File: src/design/timer2_pkg.sv
package timer2_pkg;

  // register offsets on the i/o port
  localparam logic [5:0] COMPARE_VALUE_ADDR = 6'h23;
  localparam logic [5:0] COUNTER_VALUE_ADDR = 6'h24;
  localparam logic [5:0] TIMER_CONTROL_ADDR = 6'h25;

  // timer_control_reg field positions
  localparam int FORCE_COMPARE_BIT = 7;
  localparam int WAVE_MODE_LOW_BIT = 6;
  localparam int OUT_MODE_HIGH_BIT = 5;
  localparam int OUT_MODE_LOW_BIT = 4;
  localparam int WAVE_MODE_HIGH_BIT = 3;
  localparam int CLOCK_SELECT_MSB = 2;
  localparam int CLOCK_SELECT_LSB = 0;

  // reset values
  localparam logic [7:0] TIMER_CONTROL_RESET = 8'h00;
  localparam logic [7:0] COUNTER_VALUE_RESET = 8'h00;
  localparam logic [7:0] COMPARE_VALUE_RESET = 8'h00;

  // counter limits
  localparam logic [7:0] COUNT_MAX = 8'hff;
  localparam logic [7:0] COUNT_BOTTOM = 8'h00;

  // prescaler: divide ratios as powers of two
  localparam int PRESCALE_WIDTH = 10;
  localparam int DIV8_LOG2 = 3;
  localparam int DIV32_LOG2 = 5;
  localparam int DIV64_LOG2 = 6;
  localparam int DIV128_LOG2 = 7;
  localparam int DIV256_LOG2 = 8;
  localparam int DIV1024_LOG2 = 10;

  localparam logic [2:0] CLOCK_STOPPED = 3'h0;
  localparam logic [2:0] CLOCK_DIV1 = 3'h1;
  localparam logic [2:0] CLOCK_DIV8 = 3'h2;
  localparam logic [2:0] CLOCK_DIV32 = 3'h3;
  localparam logic [2:0] CLOCK_DIV64 = 3'h4;
  localparam logic [2:0] CLOCK_DIV128 = 3'h5;
  localparam logic [2:0] CLOCK_DIV256 = 3'h6;
  localparam logic [2:0] CLOCK_DIV1024 = 3'h7;

  typedef enum logic [1:0] {
    mode_normal,
    mode_phase_pwm,
    mode_clear_on_match,
    mode_fast_pwm
  } wave_mode_t;

  typedef enum logic [1:0] {
    act_none,
    act_toggle,
    act_clear,
    act_set
  } pin_action_t;

endpackage : timer2_pkg

File: src/design/prescale_if.sv
`timescale 1ns/1ps
`default_nettype none
interface prescale_if;
  logic [2:0] clock_select;
  logic tick;
  modport timer (output clock_select, input tick);
  modport prescaler (input clock_select, output tick);
endinterface : prescale_if
`default_nettype wire

File: src/design/timer2_prescaler.sv
`timescale 1ns/1ps
`default_nettype none
module timer2_prescaler #(
  parameter int WIDTH = timer2_pkg::PRESCALE_WIDTH
) (
  // clock and reset
  input wire logic i_clock,
  input wire logic i_rst,
  // select in, tick out
  prescale_if.prescaler pif
);

  typedef struct packed {
    logic [WIDTH-1:0] count;
    logic tick;
  } pre_state_t;

  pre_state_t state_q;
  pre_state_t state_d;

  function automatic logic low_ones(input logic [WIDTH-1:0] c,
                                    input int n);
    logic r;
    r = 1'b1;
    for (int i = 0; i < WIDTH; i++) begin
      if (i < n && !c[i]) begin
        r = 1'b0;
      end
    end
    return r;
  endfunction : low_ones

  always_comb begin
    state_d = state_q;
    state_d.count = state_q.count + {{(WIDTH-1){1'b0}}, 1'b1};
    case (pif.clock_select)
      timer2_pkg::CLOCK_STOPPED: state_d.tick = 1'b0;
      timer2_pkg::CLOCK_DIV1: state_d.tick = 1'b1;
      timer2_pkg::CLOCK_DIV8:
        state_d.tick = low_ones(state_q.count, timer2_pkg::DIV8_LOG2);
      timer2_pkg::CLOCK_DIV32:
        state_d.tick = low_ones(state_q.count, timer2_pkg::DIV32_LOG2);
      timer2_pkg::CLOCK_DIV64:
        state_d.tick = low_ones(state_q.count, timer2_pkg::DIV64_LOG2);
      timer2_pkg::CLOCK_DIV128:
        state_d.tick = low_ones(state_q.count, timer2_pkg::DIV128_LOG2);
      timer2_pkg::CLOCK_DIV256:
        state_d.tick = low_ones(state_q.count, timer2_pkg::DIV256_LOG2);
      default:
        state_d.tick = low_ones(state_q.count, timer2_pkg::DIV1024_LOG2);
    endcase
  end

  always_ff @(posedge i_clock) begin
    if (i_rst) begin
      state_q <= '0;
    end else begin
      state_q <= state_d;
    end
  end

  assign pif.tick = state_q.tick;

endmodule : timer2_prescaler
`default_nettype wire

File: src/design/timer2_waveform_control.sv
`timescale 1ns/1ps
`default_nettype none
module timer2_waveform_control (
  // clock and reset
  input wire logic i_clock,
  input wire logic i_rst,
  // i/o register port
  input wire logic [5:0] i_io_addr,
  input wire logic i_io_wr,
  input wire logic i_io_rd,
  input wire logic [7:0] i_io_wdata,
  output logic [7:0] o_io_rdata,
  // port pin
  input wire logic i_pin_direction,
  output logic o_compare_output_pin,
  output logic o_pin_override,
  output logic o_pin_drive_en,
  // event pulses
  output logic o_overflow_flag,
  output logic o_compare_match
);

  typedef struct packed {
    logic wave_mode_low_bit;
    logic wave_mode_high_bit;
    logic [1:0] out_mode;
    logic [2:0] clock_select;
    logic [7:0] count;
    logic [7:0] compare_active;
    logic [7:0] compare_buffer;
    logic count_down;
    logic match_block;
    logic pin;
    logic override;
    logic drive_en;
    logic overflow;
    logic match;
    logic [7:0] rdata;
  } state_t;

  state_t state_q;
  state_t state_d;

  prescale_if pif ();

  timer2_prescaler #(
    .WIDTH(timer2_pkg::PRESCALE_WIDTH)
  ) u_prescaler (
    .i_clock(i_clock),
    .i_rst(i_rst),
    .pif(pif)
  );

  assign pif.clock_select = state_q.clock_select;

  function automatic timer2_pkg::wave_mode_t decode_mode(input logic hi,
                                                         input logic lo);
    timer2_pkg::wave_mode_t m;
    case ({hi, lo})
      2'h0: m = timer2_pkg::mode_normal;
      2'h1: m = timer2_pkg::mode_phase_pwm;
      2'h2: m = timer2_pkg::mode_clear_on_match;
      default: m = timer2_pkg::mode_fast_pwm;
    endcase
    return m;
  endfunction : decode_mode

  function automatic logic is_pwm(input timer2_pkg::wave_mode_t m);
    return m == timer2_pkg::mode_phase_pwm || m == timer2_pkg::mode_fast_pwm;
  endfunction : is_pwm

  // action taken on a compare match; down only matters in phase pwm
  function automatic timer2_pkg::pin_action_t match_action(
      input timer2_pkg::wave_mode_t m, input logic [1:0] om,
      input logic down);
    timer2_pkg::pin_action_t a;
    a = timer2_pkg::act_none;
    if (!is_pwm(m)) begin
      case (om)
        2'h1: a = timer2_pkg::act_toggle;
        2'h2: a = timer2_pkg::act_clear;
        2'h3: a = timer2_pkg::act_set;
        default: a = timer2_pkg::act_none;
      endcase
    end else if (m == timer2_pkg::mode_fast_pwm) begin
      case (om)
        2'h2: a = timer2_pkg::act_clear;
        2'h3: a = timer2_pkg::act_set;
        default: a = timer2_pkg::act_none;
      endcase
    end else begin
      case (om)
        2'h2: a = down ? timer2_pkg::act_set : timer2_pkg::act_clear;
        2'h3: a = down ? timer2_pkg::act_clear : timer2_pkg::act_set;
        default: a = timer2_pkg::act_none;
      endcase
    end
    return a;
  endfunction : match_action

  function automatic logic apply_action(input timer2_pkg::pin_action_t a,
                                        input logic pin);
    logic r;
    case (a)
      timer2_pkg::act_toggle: r = ~pin;
      timer2_pkg::act_clear: r = 1'b0;
      timer2_pkg::act_set: r = 1'b1;
      default: r = pin;
    endcase
    return r;
  endfunction : apply_action

  timer2_pkg::wave_mode_t mode;
  timer2_pkg::wave_mode_t wr_mode;
  logic [7:0] top;
  logic hit;
  logic top_special;
  logic wr_ctrl;
  logic wr_count;
  logic wr_compare;

  always_comb begin
    mode = decode_mode(state_q.wave_mode_high_bit, state_q.wave_mode_low_bit);
    wr_mode = decode_mode(i_io_wdata[timer2_pkg::WAVE_MODE_HIGH_BIT],
                          i_io_wdata[timer2_pkg::WAVE_MODE_LOW_BIT]);
    wr_ctrl = i_io_wr && i_io_addr == timer2_pkg::TIMER_CONTROL_ADDR;
    wr_count = i_io_wr && i_io_addr == timer2_pkg::COUNTER_VALUE_ADDR;
    wr_compare = i_io_wr && i_io_addr == timer2_pkg::COMPARE_VALUE_ADDR;
    top = (mode == timer2_pkg::mode_clear_on_match) ?
          state_q.compare_active : timer2_pkg::COUNT_MAX;
    hit = (state_q.count == state_q.compare_active) &&
          !state_q.match_block;
    top_special = is_pwm(mode) && state_q.out_mode[1] &&
                  state_q.compare_active == timer2_pkg::COUNT_MAX;

    state_d = state_q;
    state_d.overflow = 1'b0;
    state_d.match = 1'b0;

    if (pif.tick) begin
      state_d.match_block = 1'b0;
      state_d.match = hit;
      if (hit && !top_special) begin
        state_d.pin = apply_action(
            match_action(mode, state_q.out_mode, state_q.count_down),
            state_q.pin);
      end
      case (mode)
        timer2_pkg::mode_normal: begin
          state_d.count = state_q.count + 8'h01;
          state_d.overflow = state_q.count == timer2_pkg::COUNT_MAX;
        end
        timer2_pkg::mode_clear_on_match: begin
          if (hit && state_q.count == top) begin
            state_d.count = timer2_pkg::COUNT_BOTTOM;
          end else begin
            state_d.count = state_q.count + 8'h01;
          end
          state_d.overflow = state_q.count == timer2_pkg::COUNT_MAX;
        end
        timer2_pkg::mode_fast_pwm: begin
          state_d.count = state_q.count + 8'h01;
          if (state_q.count == top) begin
            state_d.overflow = 1'b1;
            state_d.compare_active = state_q.compare_buffer;
            case (state_q.out_mode)
              2'h2: state_d.pin = 1'b1;
              2'h3: state_d.pin = 1'b0;
              default: state_d.pin = state_d.pin;
            endcase
          end
        end
        timer2_pkg::mode_phase_pwm: begin
          if (!state_q.count_down) begin
            if (state_q.count == top) begin
              state_d.count_down = 1'b1;
              state_d.count = state_q.count - 8'h01;
              state_d.compare_active = state_q.compare_buffer;
              if (top_special) begin
                state_d.pin = apply_action(
                    match_action(mode, state_q.out_mode, 1'b1),
                    state_q.pin);
              end
            end else begin
              state_d.count = state_q.count + 8'h01;
            end
          end else if (state_q.count == timer2_pkg::COUNT_BOTTOM) begin
            state_d.count_down = 1'b0;
            state_d.count = state_q.count + 8'h01;
            state_d.overflow = 1'b1;
          end else begin
            state_d.count = state_q.count - 8'h01;
          end
        end
        default: state_d.count = state_q.count;
      endcase
    end

    // software writes win over counting in the same cycle
    if (wr_count) begin
      state_d.count = i_io_wdata;
      state_d.match_block = 1'b1;
    end
    if (wr_compare) begin
      state_d.compare_buffer = i_io_wdata;
      if (!is_pwm(mode)) begin
        state_d.compare_active = i_io_wdata;
      end
    end
    if (wr_ctrl) begin
      state_d.wave_mode_low_bit = i_io_wdata[timer2_pkg::WAVE_MODE_LOW_BIT];
      state_d.wave_mode_high_bit = i_io_wdata[timer2_pkg::WAVE_MODE_HIGH_BIT];
      state_d.out_mode = i_io_wdata[timer2_pkg::OUT_MODE_HIGH_BIT:
                                    timer2_pkg::OUT_MODE_LOW_BIT];
      state_d.clock_select = i_io_wdata[timer2_pkg::CLOCK_SELECT_MSB:
                                        timer2_pkg::CLOCK_SELECT_LSB];
      // strobe only: no flag, no counter clear
      if (i_io_wdata[timer2_pkg::FORCE_COMPARE_BIT] &&
          !is_pwm(wr_mode)) begin
        state_d.pin = apply_action(
            match_action(wr_mode,
                         i_io_wdata[timer2_pkg::OUT_MODE_HIGH_BIT:
                                    timer2_pkg::OUT_MODE_LOW_BIT],
                         1'b0),
            state_d.pin);
      end
    end

    state_d.override = state_d.out_mode != 2'h0;
    state_d.drive_en = state_d.override && i_pin_direction;

    if (i_io_rd) begin
      case (i_io_addr)
        timer2_pkg::TIMER_CONTROL_ADDR:
          state_d.rdata = {1'b0, state_q.wave_mode_low_bit, state_q.out_mode,
                           state_q.wave_mode_high_bit,
                           state_q.clock_select};
        timer2_pkg::COUNTER_VALUE_ADDR: state_d.rdata = state_q.count;
        timer2_pkg::COMPARE_VALUE_ADDR: state_d.rdata = state_q.compare_buffer;
        default: state_d.rdata = 8'h00;
      endcase
    end
  end

  always_ff @(posedge i_clock) begin
    if (i_rst) begin
      state_q <= '0;
      state_q.count <= timer2_pkg::COUNTER_VALUE_RESET;
      state_q.compare_active <= timer2_pkg::COMPARE_VALUE_RESET;
      state_q.compare_buffer <= timer2_pkg::COMPARE_VALUE_RESET;
      state_q.clock_select <=
          timer2_pkg::TIMER_CONTROL_RESET[timer2_pkg::CLOCK_SELECT_MSB:
                                          timer2_pkg::CLOCK_SELECT_LSB];
    end else begin
      state_q <= state_d;
    end
  end

  assign o_io_rdata = state_q.rdata;
  assign o_compare_output_pin = state_q.pin;
  assign o_pin_override = state_q.override;
  assign o_pin_drive_en = state_q.drive_en;
  assign o_overflow_flag = state_q.overflow;
  assign o_compare_match = state_q.match;

endmodule : timer2_waveform_control
`default_nettype wire

File: config.mk
export PLATFORM = sky130hd
export DESIGN_NAME = timer2_waveform_control
export DESIGN_NICKNAME = d
export VERILOG_FILES = /design/src/design/timer2_pkg.sv /design/src/design/prescale_if.sv /design/src/design/timer2_prescaler.sv /design/src/design/timer2_waveform_control.sv
export SDC_FILE = /design/constraint.sdc
export NUM_CORES = 1
export LEC_CHECK = 0
export ABC_AREA = 1
export BUFFER_PORTS_ARGS = -buffer_cell sky130_fd_sc_hd__buf_2
export CORE_MARGIN = 1
export CORE_UTILIZATION = 65
export DETAILED_ROUTE_END_ITERATION = 10
export HOLD_SLACK_MARGIN = 0.03
export PLACE_DENSITY = 0.87
export SLEW_MARGIN = 30
export SYNTH_ARGS = -nofsm -noshare
export SYNTH_HDL_FRONTEND = slang
export SYNTH_SLANG_ARGS = --single-unit
File: constraint.sdc
create_clock -name i_clock -period 4.9 [get_ports i_clock]
set_clock_uncertainty 0.1 [all_clocks]
set_input_delay 0.98 -clock i_clock [delete_from_list [all_inputs] [get_ports i_clock]]
set_output_delay 0.98 -clock i_clock [all_outputs]
set_load 0.005 [all_outputs]
==> results of run 1 <==
Yosys cell counts, types with 3 or more instances:
master and n:
nand2_1 131, inv_1 84, o21ai_0 58, dfxtp_1 57
a21oi_1 47, nor2_1 43, nand3_1 32, o22ai_1 16
xor2_1 16, o21ai_1 12, clkbuf_1 11, nor3_1 11
buf_4 10, nand2_2 10, nor2_2 9, ha_1 8
inv_2 7, a21oi_2 6, o21ai_2 6, a211oi_1 3
buf_2 3, nand4_1 3
placed cells by master, fill, tap and decap left out, types with 3 or more instances in the layout:
| cell | synthesis | final |
|---|---|---|
| nor2_2 | 9 | 9 |
| clkbuf_8 | 0 | 10 |
| clkinv_2 | 0 | 3 |
| nor2_1 | 43 | 43 |
| nand2_1 | 131 | 131 |
| o21ai_2 | 6 | 6 |
| nand3_1 | 32 | 32 |
| inv_1 | 84 | 84 |
| dfxtp_1 | 57 | 57 |
| nand2_2 | 10 | 10 |
| a21oi_2 | 6 | 6 |
| o21ai_0 | 58 | 58 |
| nor3_1 | 11 | 11 |
| o22ai_1 | 16 | 16 |
| xor2_1 | 16 | 16 |
| a21oi_1 | 47 | 47 |
| buf_2 | 3 | 31 |
| inv_2 | 7 | 7 |
| ha_1 | 8 | 8 |
| a211oi_1 | 3 | 3 |
| o21ai_1 | 12 | 12 |
| nand4_1 | 3 | 3 |
layout make-up:
type,instances,area (µm²)
flip-flops and latches,57,1140
fillers,470,1520
inverters,91,342
clock buffers,11,141
multi-input cells,429,2220
clock inverters,5,31.3
repair buffers,32,163
well taps,72,90.1
final timing paths:
path	startpoint	to	cells after the start
max	state_q[45]	state_q[32]	14
min	u_prescaler.state_q[1]	u_prescaler.state_q[1]	1
max reg2reg	state_q[45]	state_q[32]	14
min reg2reg	u_prescaler.state_q[1]	u_prescaler.state_q[1]	1
registers in the layout (all words and copies together) (netlist names):
name and count:
state_q 30, o_overflow_flag 1, u_prescaler.pif.tick 1, o_compare_match 1, pif.clock_select 3, o_compare_output_pin 1
o_pin_override 1, o_pin_drive_en 1, o_io_rdata 8, u_prescaler.state_q 10
stage by stage:
step	hold WS (ps)	instance area [µm²]
3_3_place_gp	330	3950
4_1_cts	359	4130
5_1_grt	381	4130
2_1_floorplan	318	3880
6_report	356	4130
3_5_place_dp	341	3950
power breakdown:
| group | leakage (nW) | switching (W) | internal (W) |
|---|---|---|---|
| Combinational | 1.11 | 0.0000428 | 0.0000192 |
| Clock | 0.0891 | 0.000190 | 0.000195 |
| Sequential | 0.460 | 0.00000449 | 0.000468 |
metal layers:
| layer | global-route usage | up-vias |
|---|---|---|
| li1 | - | 1992 |
| met1 | 0.460 | 1853 |
| met2 | 0.614 | 248 |
| met3 | 0.0770 | 53 |
| met4 | 0.175 | 0 |
| met5 | 0 | - |
kinds of logic after synthesis:
group | count (synthesis) | synth area share
XOR/XNOR | 16 | 0.0361
buffers and inverters | 120 | 0.134
AND/OR/NAND/NOR | 250 | 0.284
adder cells (fa/ha/maj) | 8 | 0.0258
flip-flops | 57 | 0.294
AO/OA/AOI/OAI | 155 | 0.226
==> metrics.yaml, run 1 <==
worst_hold_path:
  hold_path.class: "register to register"
logic_synthesis:
  synthFlopType: "dfxtp_1"
  synthesis.area_mm2: 0.00388
  ys_seq_area_frac: 0.294
  postSynthAreaPerCell_um2: 6.40
  synthCells: 606
  synth_edf_count: 0
  synth.top_cells.by_area: "dfxtp_1 (29%), nand2_1 (13%), inv_1 (8.1%)"
  ys_warn_count: 0
  ys_async_sr_fraction: 0
  synthDistinctLibCells: 38
  synth_top_area_frac: 0.294
  syn-num-nets: 633
  yosys.area.top_type: "dfxtp_1"
  synth-seq-cells: 57
floorplan:
  die_w_um: 79.3
  die_h_um: 79.3
  core_mm2: 0.00564
  pin_count: 32
  initial_utilization: 0.688
  num_rows: 27
  die-area_mm2: 0.00628
grt:
  grt_pass1_wl_um: 17700
  grt.total_usage: 0.372
  grt.overflow.total: 0
  grt_pass1_vias: 3772
  antenna_found_initial: 0
  grt_max_degree: 31
pwr:
  powerDensity_mw_per_mm2: 223
  power.total_w: 0.000919
  p_leak_nw: 1.66
  ir_worst_vdd_uv: 179
setup_path:
  path_buf_inv: 2
  crit_fanout: 24
  cpMostUsedCell: "nand2_1"
  critPathKind: "register to register"
  cp_top_family: "simple AND/OR/NAND/NOR gates"
  max_stage_delay_ps: 560
  critPathSlowestCell: "nor2_4"
  endpoint_kind: "register"
  start_kind: "register"
  required_ps: 5070
  cp_cell_sequence: "inv_1 -> ha_1 -> nand2_1 -> xor2_1 -> inv_1 -> nor2_2 -> nand2_2 -> nor2_4 -> a21oi_1 -> nand2_1 -> nand3_1 -> nand2_1 -> nand2_1 -> a21oi_1"
  reg2reg_slack_ps: 1980
  arrival_ps: 3090
sta:
  slew_headroom: 0.510
  post-route-min-period_ps: 2920
  max_freq_ghz: 0.343
  post-route-period-util: 0.595
  timing.final.max_slew_violations: 0
  rsz0062_at_grt: "false"
  tns_ps: 0
  hold_viol: 0
  worstMarginPinSlew_ps: 733
  finalWorstSetupSlack_ps: 1980
  setup_viol_count_final: 0
job:
  cap_violations: 0
clocking:
  cts_hold_buf: 0
  cts_resized: 0
  clock-sinks: 57
  cts_setup_buffers: 0
  h-tree-depth: 3
  clock_path_buffers: 2
  tritoncts: "yes"
  insertion_delay_ps: 340
  root_buffer: "clkbuf_8"
  clk_pin_slew_ps: 70
  numCtsBuffers: 9
detailed_routing:
  postRouteAntennaNets: 0
  wl_met1_um: 4300
  wl_per_cell_um: 15.8
  drc: 0
  via_per_inst: 5.95
  top_layer: "met4"
  first_iter_violations: 419
  vias: 4146
  wirelength_um: 11000
  wl_met2_um: 5030
  firstDrtPassIters: 6
  met3_length_um: 1170
cells_and_area:
  areaGrowthSynthToFinish_pct: 6.39
  utilization: 0.731
  finalNonFillerCells: 697
  drive_above_1_share: 0.147
  antenna_cells: 0
  final_nets: 647
placement:
  dp_worst_setup_slack_ps: 1840
  port_buffers: 31
  gp_congestion: 0.990
  dp_hpwl_um: 8000
  dpl.cell_count: 681
run_status:
  outcome: "finished, final reports clean"
(Power assumes the default switching activity.)
==> inputs of run 2 (changes only) <==
--- a/config.mk
+++ b/config.mk
@@ -8,10 +8,10 @@
 export ABC_AREA = 1
 export BUFFER_PORTS_ARGS = -buffer_cell sky130_fd_sc_hd__buf_2
 export CORE_MARGIN = 1
-export CORE_UTILIZATION = 65
+export CORE_UTILIZATION = 55
 export DETAILED_ROUTE_END_ITERATION = 10
 export HOLD_SLACK_MARGIN = 0.03
-export PLACE_DENSITY = 0.87
+export PLACE_DENSITY = 0.78
 export SLEW_MARGIN = 30
 export SYNTH_ARGS = -nofsm -noshare
 export SYNTH_HDL_FRONTEND = slang
==> constraint.sdc (replaced) <==
create_clock -name i_clock -period 2.41 [get_ports i_clock]
set_clock_uncertainty 0.1 [all_clocks]
set_input_delay 0.482 -clock i_clock [delete_from_list [all_inputs] [get_ports i_clock]]
set_output_delay 0.482 -clock i_clock [all_outputs]
set_load 0.005 [all_outputs]
==> metrics.yaml, run 2 (same netlist as run 1, synthesis figures left out) <==
sta:
  finalWorstSetupSlack_ps: 143
  worstMarginPinSlew_ps: 453
  setup_viol_count_final: 0
  timing.final.max_slew_violations: 0
  post-route-min-period_ps: 2270
  post-route-period-util: 0.941
  slew_headroom: 0.695
  tns_ps: 0
  hold_viol: 0
  rsz0062_at_grt: "true"
  max_freq_ghz: 0.441
placement:
  port_buffers: 31
  dp_worst_setup_slack_ps: 35.8
  gp_congestion: 0.990
  placed_cell_area_mm2: 0.00412
  dp_hpwl_um: 8570
setup_path:
  cp-startpoint: "state_q[44]"
  crit_fanout: 6
  start_kind: "register"
  required_ps: 2540
  critPathKind: "register to register"
  worstRegToRegCells: 16
  crit_path_end: "o_compare_output_pin"
  regToRegStartpoint: "state_q[44]"
  reg2reg_slack_ps: 140
  crit-reg2reg-capture: "o_compare_output_pin"
  endpoint_kind: "register"
  arrival_ps: 2390
grt:
  grt.total_usage: 0.317
  antenna_found_initial: 0
  grt_pass1_wl_um: 18100
  grt_max_degree: 30
  grt.overflow.total: 0
  grt_pass1_vias: 3792
worst_hold_path:
  hold_path.class: "input port to register"
  hold_path_depth: 2
detailed_routing:
  drc: 0
  firstDrtPassIters: 5
  via_per_inst: 5.58
  wl_per_cell_um: 15.1
  vias: 4117
  postRouteAntennaNets: 0
  first_iter_violations: 383
  wirelength_um: 11200
clocking:
  cts_hold_buf: 0
  root_buffer: "clkbuf_8"
  h-tree-depth: 3
  clock_path_buffers: 2
  tritoncts: "yes"
  clock-sinks: 57
  clk_pin_slew_ps: 60
  numCtsBuffers: 9
  insertion_delay_ps: 340
cells_and_area:
  antenna_cells: 0
  utilization: 0.642
  areaGrowthSynthToFinish_pct: 12.5
  top_register: "state_q"
  final_nets: 666
  final_common_cell: "nand2_1"
  fin_area_mm2: 0.00436
  drive_above_1_share: 0.176
  final_cell_mix: "nand2_1 (131), inv_1 (83), o21ai_0 (58)"
  largest_reg_flops: 30
pwr:
  ir_worst_vdd_uv: 447
  p_sw_w: 0.000464
  powerDensity_mw_per_mm2: 460
  power_frac_seq: 0.477
  sw_frac_of_total: 0.231
  p_int_w: 0.00154
  p_clk_frac: 0.457
  p_leak_nw: 1.78
  combinationalPowerShare: 0.066
job:
  cap_violations: 0
floorplan:
  die-area_mm2: 0.00739
  core_mm2: 0.00679
  die_w_um: 86.0
  initial_utilization: 0.571
  pin_count: 32
  num_rows: 30
  die_h_um: 86.0
run_status:
  outcome: "finished, final reports clean"
==> run 2: area by class of cell <==
class / count / area (µm²)
Inverter: 91 / 342
Multi-Input combinational cell: 429 / 2240
Tap cell: 96 / 120
Clock inverter: 2 / 37.5
Fill cell: 610 / 2430
Timing Repair Buffer: 51 / 318
Clock buffer: 12 / 165
Sequential cell: 57 / 1140
==> run 2: power by group through the flow <==
stage / registers (W) / clock network (W) / logic (W)
after floorplan: 0.000977 / 0 / 0.0000777
after global placement: 0.000979 / 0 / 0.000125
after detailed placement: 0.000979 / 0 / 0.000128
after CTS: 0.000958 / 0.000927 / 0.000129
after global routing: 0.000959 / 0.000969 / 0.000146
final: 0.000959 / 0.000917 / 0.000133
==> run 2: per-stage QoR <==
step / cells / hold slack (ps) / total power (W)
floorplan: 606 / 318 / 0.00105
global placement: 722 / 333 / 0.00110
detailed placement: 722 / 358 / 0.00111
CTS: 736 / 315 / 0.00201
global route: 738 / 323 / 0.00207
finish: 738 / 314 / 0.00201
==> run 2: worst max-delay path, cell delays in order, from the launching register on <==
cell	delay (ps)
dfxtp_1	380
buf_4	160
inv_1	60
ha_1	260
inv_1	160
nand4_1	120
or2_2	290
nand3_1	80
nand2_1	50
nand2_1	50
nand2_1	60
nand2_1	60
nand2_1	60
nand3_2	80
nand3_1	70
nand2_1	70
nor2_1	40
==> run 2: layer usage <==
| metal | vias to the layer above | GRT usage | wire length, µm |
|---|---|---|---|
| li1 | 2028 | - | - |
| met1 | 1844 | 0.398 | 4750 |
| met2 | 204 | 0.514 | 5070 |
| met3 | 41 | 0.0539 | 862 |
| met4 | 0 | 0.182 | 494 |
| met5 | - | 0 | 0 |
==> run 2: repair_timing <==
item / 4_1_cts / 5_1_grt
resized for setup: 0 / 5
buffers inserted: 0 / 2
setup endpoints to repair: 0 / 16
hold endpoints to repair: 0 / 0
==> run 2: how the worst min path moves through the flow <==
stage                                      start                      to
after floorplan           u_prescaler.state_q[1]  u_prescaler.state_q[1]
after global placement    u_prescaler.state_q[1]  u_prescaler.state_q[1]
after detailed placement           o_io_rdata[4]           o_io_rdata[4]
after CTS                        i_pin_direction          o_pin_drive_en
after global routing             i_pin_direction          o_pin_drive_en
final                            i_pin_direction          o_pin_drive_en
